[config.mk]
export PLATFORM = sky130hd
export DESIGN_NAME = afr_filter_path
export DESIGN_NICKNAME = d
export VERILOG_FILES = /design/src/verilog/afr_pkg.sv /design/src/verilog/afr_decim.sv /design/src/verilog/afr_filter_path.sv
export SDC_FILE = /design/constraint.sdc
export NUM_CORES = 1
export LEC_CHECK = 0
export BUFFER_PORTS_ARGS = -buffer_cell sky130_fd_sc_hd__clkbuf_2
export CAP_MARGIN = 25
export CORE_AREA = 5 5 249 251
export DETAILED_ROUTE_END_ITERATION = 12
export DIE_AREA = 0 0 254 256
export PLACE_DENSITY = 0.73
export SLEW_MARGIN = 30
export SYNTH_ARGS = -nofsm -noshare
export SYNTH_HDL_FRONTEND = slang
export SYNTH_SLANG_ARGS = --single-unit
[constraint.sdc]
create_clock -name ref_clk_i -period 51.6 [get_ports ref_clk_i]
set_clock_uncertainty 0.1 [all_clocks]
set_input_delay 10.32 -clock ref_clk_i [delete_from_list [all_inputs] [get_ports ref_clk_i]]
set_output_delay 10.32 -clock ref_clk_i [all_outputs]
set_load 0.01 [all_outputs]
[src/verilog/afr_pkg.sv]
// Constants, types and register map of the converter filter path block.
// Assumes a single system clock and an APB master with 32-bit data.
// Functional notes
// - Averaging enable set routes averaged converter output to the transform engine.
// - Control bit 6 bypasses the third-order decimation filter when set.
// - With that filter bypassed, raw samples at either rate enter gain/offset correction.
// - Bypassed, slow rate and averaging off: gain/offset output becomes the transform input.
// - Bypass gives the transform engine unattenuated samples at the top frequency.
// - Notch bypass bit 4 clear runs mains rejection and fills the notch result.
// - Notch bypass bit set skips both mains rejection filters.
// - Control bit 0 picks raw rate: one is slower, zero is faster.
// - Converter result shows an unsigned 16-bit value in its low bits.
// - Converter result holds raw, third-order or notch filter output per configuration.
// - Real transform result shows an 18-bit two's complement value, low bits.
// - Imaginary transform result shows an 18-bit two's complement value, low bits.
// - Converter result sits at 0x2074 and resets to zero.
// - Real and imaginary results sit at 0x2078 and 0x207C, reset zero.
// - Averaging enable is control bit 7 and switches the transform source.
// - Averaging enable overrides the transform input select field.
// - Each new notch result sets interrupt flag bit 2.
package afr_pkg;

  // ****************************************************************
  // Register map
  // ****************************************************************
  localparam logic [31:0] CTRL_OFS     = 32'h0000_2044;
  localparam logic [31:0] CONV_OFS     = 32'h0000_2074;
  localparam logic [31:0] REAL_OFS     = 32'h0000_2078;
  localparam logic [31:0] IMAG_OFS     = 32'h0000_207C;
  localparam logic [31:0] NOTCH_OFS    = 32'h0000_2080;
  localparam logic [31:0] CORR_OFS     = 32'h0000_2088;
  localparam logic [31:0] XSEL_OFS     = 32'h0000_208C;
  localparam logic [31:0] IRQ_STAT_OFS = 32'h0000_3000;
  localparam logic [31:0] IRQ_MASK_OFS = 32'h0000_3004;

  // ****************************************************************
  // Field positions and reset values
  // ****************************************************************
  localparam int RATE_BIT      = 0;
  localparam int NOTCH_BYP_BIT = 4;
  localparam int S3_BYP_BIT    = 6;
  localparam int AVG_EN_BIT    = 7;
  localparam logic [7:0]  CTRL_RST  = 8'h00;
  localparam logic [15:0] CORR_RST  = 16'h0000;
  localparam logic [1:0]  XSEL_RST  = 2'h0;
  localparam int IRQ_W         = 3;
  localparam int IRQ_CONV_BIT  = 0;
  localparam int IRQ_XFORM_BIT = 1;
  localparam int IRQ_NOTCH_BIT = 2;
  localparam logic [IRQ_W-1:0] IRQ_RST = 3'h0;

  // ****************************************************************
  // Decimation ratios of the third-order stage per raw rate
  // ****************************************************************
  localparam logic [7:0] S3_OSR_SLOW = 8'h05;
  localparam logic [7:0] S3_OSR_FAST = 8'h04;

  typedef enum logic [1:0] {
    AFR_XSEL_NOTCH   = 2'b00,
    AFR_XSEL_CORR    = 2'b01,
    AFR_XSEL_RAW     = 2'b10,
    AFR_XSEL_NOTCH_B = 2'b11
  } afr_xsel_t;

  typedef struct packed {
    logic        valid;
    logic [15:0] data;
  } afr_smp_t;

  typedef struct packed {
    logic        avg_en;
    logic        s3_byp;
    logic        notch_byp;
    logic        rate_slow;
  } afr_ctrl_t;

endpackage : afr_pkg

[src/verilog/afr_decim.sv]
// Boxcar decimator: averages ratio_i input samples into one output sample.
// Assumes ratio_i is at least one and held steady while samples flow.
`timescale 1ns/100ps
`default_nettype none
module afr_decim
  import afr_pkg::*;
#(
  parameter int RW = 8
) (
  input  wire logic          ref_clk_i,
  input  wire logic          rst_b_i,
  input  wire logic          clr_i,
  input  wire logic [RW-1:0] ratio_i,
  input  wire afr_smp_t      smp_i,
  output afr_smp_t           smp_o
);

  logic [15+RW:0] acc_reg;
  logic [RW-1:0]  cnt_reg;
  logic [15+RW:0] sum;
  logic [15+RW:0] quot;

  assign sum  = acc_reg + {{RW{1'b0}}, smp_i.data};
  // Division by a small runtime ratio keeps one structure for every rate.
  assign quot = sum / {{16{1'b0}}, ratio_i};

  always_ff @(posedge ref_clk_i or negedge rst_b_i) begin
    if (!rst_b_i) begin
      acc_reg <= '0;
      cnt_reg <= '0;
      smp_o   <= '0;
    end else if (clr_i) begin
      acc_reg <= '0;
      cnt_reg <= '0;
      smp_o   <= '0;
    end else begin
      smp_o.valid <= 1'b0;
      if (smp_i.valid) begin
        if (cnt_reg + 1'b1 >= ratio_i) begin
          acc_reg    <= '0;
          cnt_reg    <= '0;
          smp_o.valid <= 1'b1;
          smp_o.data <= quot[15:0];
        end else begin
          acc_reg <= sum;
          cnt_reg <= cnt_reg + 1'b1;
        end
      end
    end
  end

endmodule : afr_decim
`default_nettype wire

[src/verilog/afr_filter_path.sv]
// Top of the converter filter path: control, data path muxing, results, APB.
// Assumes raw samples and transform results are synchronous to ref_clk_i.
//
// The APB interface to the registers was decided locally.
`timescale 1ns/100ps
`default_nettype none
module afr_filter_path
  import afr_pkg::*;
#(
  parameter logic [7:0] NOTCH_OSR = 8'd22,
  parameter logic [7:0] AVG_COUNT = 8'd16
) (
  input  wire logic        ref_clk_i,
  input  wire logic        rst_b_i,
  input  wire logic        psel_i,
  input  wire logic        penable_i,
  input  wire logic        pwrite_i,
  input  wire logic [31:0] paddr_i,
  input  wire logic [31:0] pwdata_i,
  output logic [31:0]      prdata_o,
  output logic             pready_o,
  output logic             pslverr_o,
  input  wire afr_smp_t    raw_smp_i,
  input  wire logic [17:0] xform_real_i,
  input  wire logic [17:0] xform_imag_i,
  input  wire logic        xform_done_i,
  output afr_smp_t         xform_smp_o,
  output logic             raw_rate_select_o,
  output logic             irq_o
);

  // ****************************************************************
  // Register storage
  // ****************************************************************
  afr_ctrl_t        ctrl_reg;
  logic [15:0]      corr_offset_reg;
  afr_xsel_t        xsel_reg;
  logic [15:0]      conv_reg;
  logic [17:0]      real_reg;
  logic [17:0]      imag_reg;
  logic [15:0]      notch_reg;
  logic [IRQ_W-1:0] irq_stat_reg;
  logic [IRQ_W-1:0] irq_mask_reg;
  logic [IRQ_W-1:0] irq_snap_reg;
  logic [IRQ_W-1:0] irq_set;
  logic [IRQ_W-1:0] irq_clr;

  // ****************************************************************
  // APB decode
  // ****************************************************************
  logic        setup;
  logic        done;
  logic        wr_done;
  logic [31:0] rd_val;
  logic        rd_hit;

  assign setup   = psel_i && !penable_i && !pready_o;
  assign done    = psel_i && penable_i && pready_o;
  assign wr_done = done && pwrite_i;

  // ****************************************************************
  // Write and clear strobes
  // ****************************************************************
  logic wr_ctrl;
  logic wr_corr;
  logic wr_xsel;
  logic wr_mask;
  logic rd_stat;

  // Only writable words get a strobe; result and status words ignore writes.
  always_comb begin
    wr_ctrl = 1'b0;
    wr_corr = 1'b0;
    wr_xsel = 1'b0;
    wr_mask = 1'b0;
    if (wr_done) begin
      if (paddr_i == CTRL_OFS) begin
        wr_ctrl = 1'b1;
      end else if (paddr_i == CORR_OFS) begin
        wr_corr = 1'b1;
      end else if (paddr_i == XSEL_OFS) begin
        wr_xsel = 1'b1;
      end else if (paddr_i == IRQ_MASK_OFS) begin
        wr_mask = 1'b1;
      end
    end
  end

  // A status read clears at the access edge, the same edge that takes the data.
  assign rd_stat = done && !pwrite_i && paddr_i == IRQ_STAT_OFS;

  // Reserved bits are padded with zero here.
  always_comb begin
    rd_val = 32'h0000_0000;
    rd_hit = 1'b1;
    if (paddr_i == CTRL_OFS) begin
      rd_val[AVG_EN_BIT]    = ctrl_reg.avg_en;
      rd_val[S3_BYP_BIT]    = ctrl_reg.s3_byp;
      rd_val[NOTCH_BYP_BIT] = ctrl_reg.notch_byp;
      rd_val[RATE_BIT]      = ctrl_reg.rate_slow;
    end else if (paddr_i == CONV_OFS) begin
      rd_val[15:0] = conv_reg;
    end else if (paddr_i == REAL_OFS) begin
      rd_val[17:0] = real_reg;
    end else if (paddr_i == IMAG_OFS) begin
      rd_val[17:0] = imag_reg;
    end else if (paddr_i == NOTCH_OFS) begin
      rd_val[15:0] = notch_reg;
    end else if (paddr_i == CORR_OFS) begin
      rd_val[15:0] = corr_offset_reg;
    end else if (paddr_i == XSEL_OFS) begin
      rd_val[1:0] = xsel_reg;
    end else if (paddr_i == IRQ_STAT_OFS) begin
      rd_val[IRQ_W-1:0] = irq_stat_reg;
    end else if (paddr_i == IRQ_MASK_OFS) begin
      rd_val[IRQ_W-1:0] = irq_mask_reg;
    end else begin
      rd_hit = 1'b0;
    end
  end

  // The answer is prepared in the setup cycle, so every access has no wait.
  always_ff @(posedge ref_clk_i or negedge rst_b_i) begin
    if (!rst_b_i) begin
      pready_o  <= 1'b0;
      prdata_o  <= 32'h0000_0000;
      pslverr_o <= 1'b0;
    end else begin
      pready_o  <= setup;
      prdata_o  <= (setup && !pwrite_i) ? rd_val : 32'h0000_0000;
      pslverr_o <= setup && !rd_hit;
    end
  end

  // ****************************************************************
  // Software controlled registers
  // ****************************************************************
  always_ff @(posedge ref_clk_i or negedge rst_b_i) begin
    if (!rst_b_i) begin
      ctrl_reg <= afr_ctrl_t'({CTRL_RST[AVG_EN_BIT], CTRL_RST[S3_BYP_BIT],
                               CTRL_RST[NOTCH_BYP_BIT], CTRL_RST[RATE_BIT]});
    end else if (wr_ctrl) begin
      // Only the defined bits are stored; the rest of the word is dropped.
      ctrl_reg.avg_en    <= pwdata_i[AVG_EN_BIT];
      ctrl_reg.s3_byp    <= pwdata_i[S3_BYP_BIT];
      ctrl_reg.notch_byp <= pwdata_i[NOTCH_BYP_BIT];
      ctrl_reg.rate_slow <= pwdata_i[RATE_BIT];
    end
  end

  always_ff @(posedge ref_clk_i or negedge rst_b_i) begin
    if (!rst_b_i) begin
      corr_offset_reg <= CORR_RST;
      xsel_reg        <= afr_xsel_t'(XSEL_RST);
    end else if (wr_corr) begin
      corr_offset_reg <= pwdata_i[15:0];
    end else if (wr_xsel) begin
      xsel_reg <= afr_xsel_t'(pwdata_i[1:0]);
    end
  end

  always_ff @(posedge ref_clk_i or negedge rst_b_i) begin
    if (!rst_b_i) begin
      irq_mask_reg <= IRQ_RST;
    end else if (wr_mask) begin
      irq_mask_reg <= pwdata_i[IRQ_W-1:0];
    end
  end

  // The raw rate goes to the converter; the analog clock must already suit it.
  always_ff @(posedge ref_clk_i or negedge rst_b_i) begin
    if (!rst_b_i) begin
      raw_rate_select_o <= CTRL_RST[RATE_BIT];
    end else begin
      raw_rate_select_o <= ctrl_reg.rate_slow;
    end
  end

  // ****************************************************************
  // Decimation and correction path
  // ****************************************************************
  afr_smp_t   s3_smp;
  afr_smp_t   pre_corr;
  afr_smp_t   corr_reg;
  afr_smp_t   notch_smp;
  afr_smp_t   avg_smp;
  logic [7:0] s3_ratio;

  assign s3_ratio = ctrl_reg.rate_slow ? S3_OSR_SLOW : S3_OSR_FAST;

  afr_decim #(
    .RW (8)
  ) u_s3 (
    .ref_clk_i (ref_clk_i),
    .rst_b_i   (rst_b_i),
    .clr_i     (ctrl_reg.s3_byp),
    .ratio_i   (s3_ratio),
    .smp_i     (raw_smp_i),
    .smp_o     (s3_smp)
  );

  // Bypass hands raw samples at either rate straight to correction.
  assign pre_corr = ctrl_reg.s3_byp ? raw_smp_i : s3_smp;

  // Offset correction saturates at zero so the result stays unsigned.
  function automatic logic [15:0] sub_floor(input logic [15:0] value,
                                            input logic [15:0] offset);
    logic [15:0] res;
    res = 16'h0000;
    if (value > offset) begin
      res = value - offset;
    end
    return res;
  endfunction : sub_floor

  always_ff @(posedge ref_clk_i or negedge rst_b_i) begin
    if (!rst_b_i) begin
      corr_reg <= '0;
    end else begin
      corr_reg.valid <= pre_corr.valid;
      if (pre_corr.valid) begin
        corr_reg.data <= sub_floor(pre_corr.data, corr_offset_reg);
      end
    end
  end

  // Holding the notch stage clear while bypassed skips both rejections.
  afr_decim #(
    .RW (8)
  ) u_notch (
    .ref_clk_i (ref_clk_i),
    .rst_b_i   (rst_b_i),
    .clr_i     (ctrl_reg.notch_byp),
    .ratio_i   (NOTCH_OSR),
    .smp_i     (corr_reg),
    .smp_o     (notch_smp)
  );

  afr_decim #(
    .RW (8)
  ) u_avg (
    .ref_clk_i (ref_clk_i),
    .rst_b_i   (rst_b_i),
    .clr_i     (!ctrl_reg.avg_en),
    .ratio_i   (AVG_COUNT),
    .smp_i     (corr_reg),
    .smp_o     (avg_smp)
  );

  // ****************************************************************
  // Result registers
  // ****************************************************************
  always_ff @(posedge ref_clk_i or negedge rst_b_i) begin
    if (!rst_b_i) begin
      notch_reg <= 16'h0000;
    end else if (notch_smp.valid) begin
      notch_reg <= notch_smp.data;
    end
  end

  afr_smp_t conv_src;

  // Notch output when it runs, else the corrected raw or third-order data.
  assign conv_src = ctrl_reg.notch_byp ? corr_reg : notch_smp;

  always_ff @(posedge ref_clk_i or negedge rst_b_i) begin
    if (!rst_b_i) begin
      conv_reg <= 16'h0000;
    end else if (conv_src.valid) begin
      conv_reg <= conv_src.data;
    end
  end

  always_ff @(posedge ref_clk_i or negedge rst_b_i) begin
    if (!rst_b_i) begin
      real_reg <= 18'h0_0000;
      imag_reg <= 18'h0_0000;
    end else if (xform_done_i) begin
      real_reg <= xform_real_i;
      imag_reg <= xform_imag_i;
    end
  end

  // ****************************************************************
  // Transform input selection
  // ****************************************************************
  afr_smp_t xform_src;

  always_comb begin
    if (ctrl_reg.avg_en) begin
      xform_src = avg_smp;
    end else if (ctrl_reg.s3_byp && ctrl_reg.rate_slow) begin
      // No third-order droop reaches the engine in this path.
      xform_src = corr_reg;
    end else begin
      case (xsel_reg)
        AFR_XSEL_CORR: xform_src = corr_reg;
        // Raw data is only usable at the slow rate; fall back to correction.
        AFR_XSEL_RAW:  xform_src = ctrl_reg.rate_slow ? raw_smp_i : corr_reg;
        default:       xform_src = ctrl_reg.notch_byp ? corr_reg : notch_smp;
      endcase
    end
  end

  always_ff @(posedge ref_clk_i or negedge rst_b_i) begin
    if (!rst_b_i) begin
      xform_smp_o <= '0;
    end else begin
      xform_smp_o <= xform_src;
    end
  end

  // ****************************************************************
  // Interrupt flags
  // ****************************************************************
  always_comb begin
    irq_set                = '0;
    irq_set[IRQ_CONV_BIT]  = conv_src.valid;
    irq_set[IRQ_XFORM_BIT] = xform_done_i;
    irq_set[IRQ_NOTCH_BIT] = notch_smp.valid;
  end

  // Only bits that the read actually returned are cleared, so a flag raised
  // between the setup and access cycles survives for the next read.
  assign irq_clr = rd_stat ? irq_snap_reg : '0;

  always_ff @(posedge ref_clk_i or negedge rst_b_i) begin
    if (!rst_b_i) begin
      irq_snap_reg <= IRQ_RST;
    end else if (setup) begin
      irq_snap_reg <= irq_stat_reg;
    end
  end

  always_ff @(posedge ref_clk_i or negedge rst_b_i) begin
    if (!rst_b_i) begin
      irq_stat_reg <= IRQ_RST;
    end else begin
      irq_stat_reg <= (irq_stat_reg & ~irq_clr) | irq_set;
    end
  end

  always_ff @(posedge ref_clk_i or negedge rst_b_i) begin
    if (!rst_b_i) begin
      irq_o <= 1'b0;
    end else begin
      irq_o <= |(((irq_stat_reg & ~irq_clr) | irq_set) & irq_mask_reg);
    end
  end

endmodule : afr_filter_path
`default_nettype wire

After elaboration in Yosys (flattened, before gate mapping)
Index checks and enable logic that the tools add are counted.
{"block": "word_totals", "input_bits": 123, "output_inout_bits": 53, "register_bits": 302}
{"block": "classes", "mux": 77, "n_bitwise": 5, "n_addsub": 7, "eq_ne": 13, "reduce_logical": 23, "div": 2, "n_lt_le_gt_ge": 4}
{"op": "32-bit by 14-bit equality test with 1-bit output (second input constant)", "count": 9}
{"op": "17-bit two-way mux", "count": 14}
{"op": "24-bit two-way mux", "count": 9}
{"op": "24-bit by 16-bit adder with 24-bit output", "count": 3}
{"op": "8-bit two-way mux", "count": 9}
{"op": "16-bit two-way mux", "count": 4}
{"op": "18-bit two-way mux", "count": 2}
{"op": "17-bit case mux with 2 select lines", "count": 1}
{"op": "1-bit two-way mux", "count": 27}
{"op": "8-bit by 1-bit adder with 8-bit output (second input constant)", "count": 3}
{"op": "24-bit by 5-bit divider with 24-bit output (second input constant)", "count": 1}
{"op": "24-bit by 8-bit divider with 24-bit output", "count": 1}
{"op": "8-bit by 5-bit >= comparator with 1-bit output (second input constant)", "count": 2}
{"op": "16-bit greater-than comparator", "count": 1}
{"op": "16-bit subtractor", "count": 1}
{"op": "3-bit two-way mux", "count": 5}
{"op": "13-bit two-way mux", "count": 1}
{"op": "1-bit logical AND", "count": 10}
{"op": "10-bit two-way mux", "count": 1}
{"op": "8-bit by 3-bit >= comparator with 1-bit output", "count": 1}
{"op": "2-bit two-way mux", "count": 4}
{"op": "2-bit AND reduction", "count": 4}
{"op": "2-bit nonzero test", "count": 4}
{"op": "3-bit bitwise AND", "count": 2}
{"op": "other kinds (8)", "count": 12}

Depth between registers and ports, before layout
{"block": "depth", "word_depth": 12, "depth_mapped": 83, "ltp_nobuf": 66}

Hierarchy
Synthesis repeated with hierarchy kept, for this count alone.
{"block": "unflattened", "hier_cells": 6456, "hier_area_um2": 50295.7}
{"mod": "afr_decim at u_notch ...", "n_inst": 2, "area_each_um2": 14143.6, "cells_per_inst": 1911, "seq_area_each_um2": 1226.2}
{"mod": "afr_decim at u_avg", "n_inst": 1, "area_each_um2": 13940.9, "cells_per_inst": 1890, "seq_area_each_um2": 1226.2}
{"mod": "afr_filter_path", "n_inst": 1, "area_each_um2": 8067.7, "cells_per_inst": 744, "seq_area_each_um2": 3878.7}

Least setup slack after synthesis
Ideal clock, no wire load.
{"block": "synth_path", "path_type": "input-to-reg", "from": "input raw_smp_i[0] (netlist name)", "to": "register u_s3.smp_o[0] (netlist name)", "arrival_ns": 28.469, "setup_ns": 0.088, "path_slack_ns": 22.942, "t_required_ns": 51.412, "n_path_buf": 8, "stages": 74, "path_cell_list": "ha_1 > fa_1 > a21o_1 > a221oi_2 > a211oi_1 > o221ai_1 > xnor2_1 > inv_1 > ha_1 > nor2_1 > nor2_1 > a311oi_1 > o2bb2ai_1 > a21oi_2 > o21ai_1 > a21oi_1 > mux2_4 > a41oi_4 > [38 not listed] > buf_2 > o221ai_2 > or4b_1 > buf_4 > o31ai_1 > xor2_1 > or4b_1 > clkbuf_1 > or3_1 > buf_2 > nor3_1 > mux2i_1 > nand4_1 > nor4_4 > nand2b_1 > a221oi_1 > a211oi_1 > a41oi_1"}
{"block": "synth_via", "elab_chain_len": 5}
{"item": "from (decl)", "line": "afr_filter_path.sv:23", "text": "input wire afr_smp_t raw_smp_i,"}
{"item": "24-bit by 16-bit adder with 24-bit output", "line": "afr_decim.sv:23", "text": "assign sum = acc_reg + {{RW{1'b0}}, smp_i.data};"}
{"item": "24-bit by 8-bit divider with 24-bit output", "line": "afr_decim.sv:25", "text": "assign quot = sum / {{16{1'b0}}, ratio_i};"}
{"item": "17-bit two-way mux", "line": "afr_decim.sv:39", "text": "if (cnt_reg + 1'b1 >= ratio_i) begin"}
{"item": "17-bit two-way mux", "line": "afr_decim.sv:38", "text": "if (smp_i.valid) begin"}
{"item": "17-bit two-way mux", "line": "afr_decim.sv:32", "text": "end else if (clr_i) begin"}
{"item": "to (decl)", "line": "afr_decim.sv:15", "text": "output afr_smp_t smp_o"}
Every way passes these cells. The select of a mux whose other input is x is not followed.
A chain may end at the register's enable or synchronous reset.

Final worst setup path
Same ends and word-level chain as after synthesis.

==> impl_metrics.tcl <==
set metrics [dict create \
    yosysWarnings 0 \
    min_period_ps 34060 \
    finalSetupTns_ps 0 \
    path_max_fanout 24 \
    die_h_microns 256 \
    required_ps 52010 \
    drt-wirelength-per-cell_microns 19.7 \
    grt_max_degree 88 \
    crit_type "in -> reg" \
    synthCells 3642 \
    post-route-drc-count 0 \
    io_buffers 145 \
    cts_root_buf "clkbuf_16" \
    cts_tree "yes" \
    async_flop_share 1.00 \
    design.core.area_sq_um 59700 \
    rrSetupSlack_ps 27070 \
    status "complete, no violations" \
    stdcell_area_sq_um 31800 \
    cts_buffer_depth 3 \
    num_vias 29300 \
    cp-start-kind "input pin" \
    via_per_inst 6.53 \
    rsz0062_at_grt "false" \
    htreeDepth 1 \
    synth_edf_count 0 \
    tightest_slew_ps 1060 \
    ys_ff_latch 298 \
    clk_latency_ps 600 \
    synth_area_per_cell_sq_um 8.09 \
    crit_path_end_kind "flop" \
    dpl_cell_area_sq_um 30600 \
    place_hpwl_mm 67.3 \
    fp-row-count 90 \
    ys.flop_type "dfrtp_1" \
    wirelength_mm 88.1 \
    first_pass_iters 6 \
    setup_viol 0 \
    min_path_type "reg -> reg" \
    ys_seq_area_frac 0.253 \
    crit_path_max_incr_delay_ps 880 \
    slew_headroom 0.292 \
    maxCapViolCount 0 \
    nNetsFinal 3896 \
    path_clk_slew_ps 70 \
    worstPathArrival_ps 34460 \
    grtUsageTotal 0.255 \
    final_core_util 0.532 \
    synth_area_sq_um 29400 \
    ctsHoldBuffers 0 \
    die_x_microns 254 \
    overflow 0 \
    syn_to_final_growth_pct 7.86 \
    cts_buffers 31 \
    dieArea_sq_um 65000 \
    hold_violations 0 \
    numClockSinks 298 \
    post_cts_buffers 0 \
    cp_slowest_cell "o22ai_1" \
    gp_congestion 0.950 \
    drv_slew 0 \
    final_antenna_net_count 0 \
    grt_pass1_vias 27000 \
    synth.distinct_cells 140 \
    timing.fmax_ghz 0.0294 \
    drive_gt1_frac 0.141 \
    drtIter0Drc 2914 \
    post_cts_resized 0 \
    io_pins 176 \
    finalHoldWorstSlack_ps 383 \
    start_util 0.493 \
    grt_pass1_wl_mm 142 \
    fin_crit_sh 0.660 \
    antenna_found_initial 5 \
]
-- per-layer routing --
layer  part of all wire  track usage  vias to the layer above
li1                   -            -                    13900
met1               0.44        0.370                    14100
met2               0.47        0.415                     1137
met3              0.069       0.0233                      135
met4              0.020       0.0562                        4
met5            0.00028            0                        -
-- synth_stat cells, drive strengths merged (22+ instances only) --
cell | number | area [sq um]
mux2i | 64 | 644
inv | 105 | 394
a21o | 59 | 443
nand2b | 31 | 194
dfrtp | 298 | 7460
nand3 | 104 | 531
o22ai | 31 | 200
nand4 | 46 | 294
or2 | 39 | 244
xor2 | 40 | 350
o31ai | 45 | 357
and2 | 53 | 332
nand2 | 375 | 1430
clkbuf | 126 | 473
ha | 95 | 1190
nor4 | 33 | 264
mux2 | 134 | 1510
a211oi | 57 | 460
a22o | 52 | 455
or4 | 22 | 173
a21oi | 226 | 1190
nor3 | 104 | 561
a21boi | 25 | 191
o211ai | 55 | 452
xnor2 | 132 | 1160
nor2 | 287 | 1090
and3 | 32 | 200
o21ai | 306 | 1570
o2111ai | 22 | 223
o21a | 37 | 278
o21bai | 36 | 270
a22oi | 57 | 438
buf | 65 | 413
or3 | 29 | 181
a31oi | 64 | 464
-- kinds of logic (layout without fill, tap and decap cells) --
logic type,count (synthesis),after routing,synth area share
AOI/OAI and AO/OA,1314,1314,0.317
DFF,298,298,0.253
xor gates and xnor gates,172,172,0.0514
muxes,198,198,0.0733
other,1,16,0.000127
adders and majority gates,109,109,0.0465
and+or+nand+nor,1253,1253,0.215
buffers and inverters,297,341,0.0436
-- critical path: cells and delay by family --
family                   cells  cell delay [ps]
AO/OA/AOI/OAI               34            11320
XOR/XNOR                     2              870
adder cells (fa/ha/maj)      3             1000
buffers and inverters        2              270
multiplexers                 6             2460
AND/OR/NAND/NOR             20             8140
-- final cells by class --
cell class                      instances  area [sq um]
Timing Repair Buffer                  177           983
Multi-Input combinational cell       3060         20800
Tap cell                              782           978
Sequential cell                       298          7460
Antenna cell                            2          5.00
Fill cell                            5566         27900
Clock buffer                           34           797
Clock inverter                         24           333
Inverter                              106           398
-- layout by cell type (no fill, tap or decap), types with 102 or more instances in the layout --
master	count
nand2_1	370
dfrtp_1	298
nor2_1	280
o21ai_0	270
a21oi_1	216
clkbuf_2	144
xnor2_1	131
mux2_2	131
inv_1	105
nand3_1	102
-- final timing paths --
kind,from,end,cells after the start
max,raw_smp_i[0],u_s3.smp_o[0],67
min,u_avg.acc_reg[2],u_avg.acc_reg[2],2
max reg2reg,u_s3.acc_reg[0],u_s3.smp_o[0],66
min reg2reg,u_avg.acc_reg[2],u_avg.acc_reg[2],2
max in group asynchronous,rst_b_i,u_s3.smp_o[2],2
min in group asynchronous,rst_b_i,xform_smp_o[11],1
-- through the flow --
| stage | worst slack, ps | instances |
|---|---|---|
| 5_1_grt | 15870 | 4482 |
| 4_1_cts | 17940 | 4481 |
| 6_report | 17540 | 4483 |
| 3_3_place_gp | 17260 | 4423 |
| 3_5_place_dp | 17350 | 4423 |
| 2_1_floorplan | 22940 | 3655 |
Power is not shown: default switching activity piles up to over one toggle a cycle in this logic, so the estimate is an artifact.
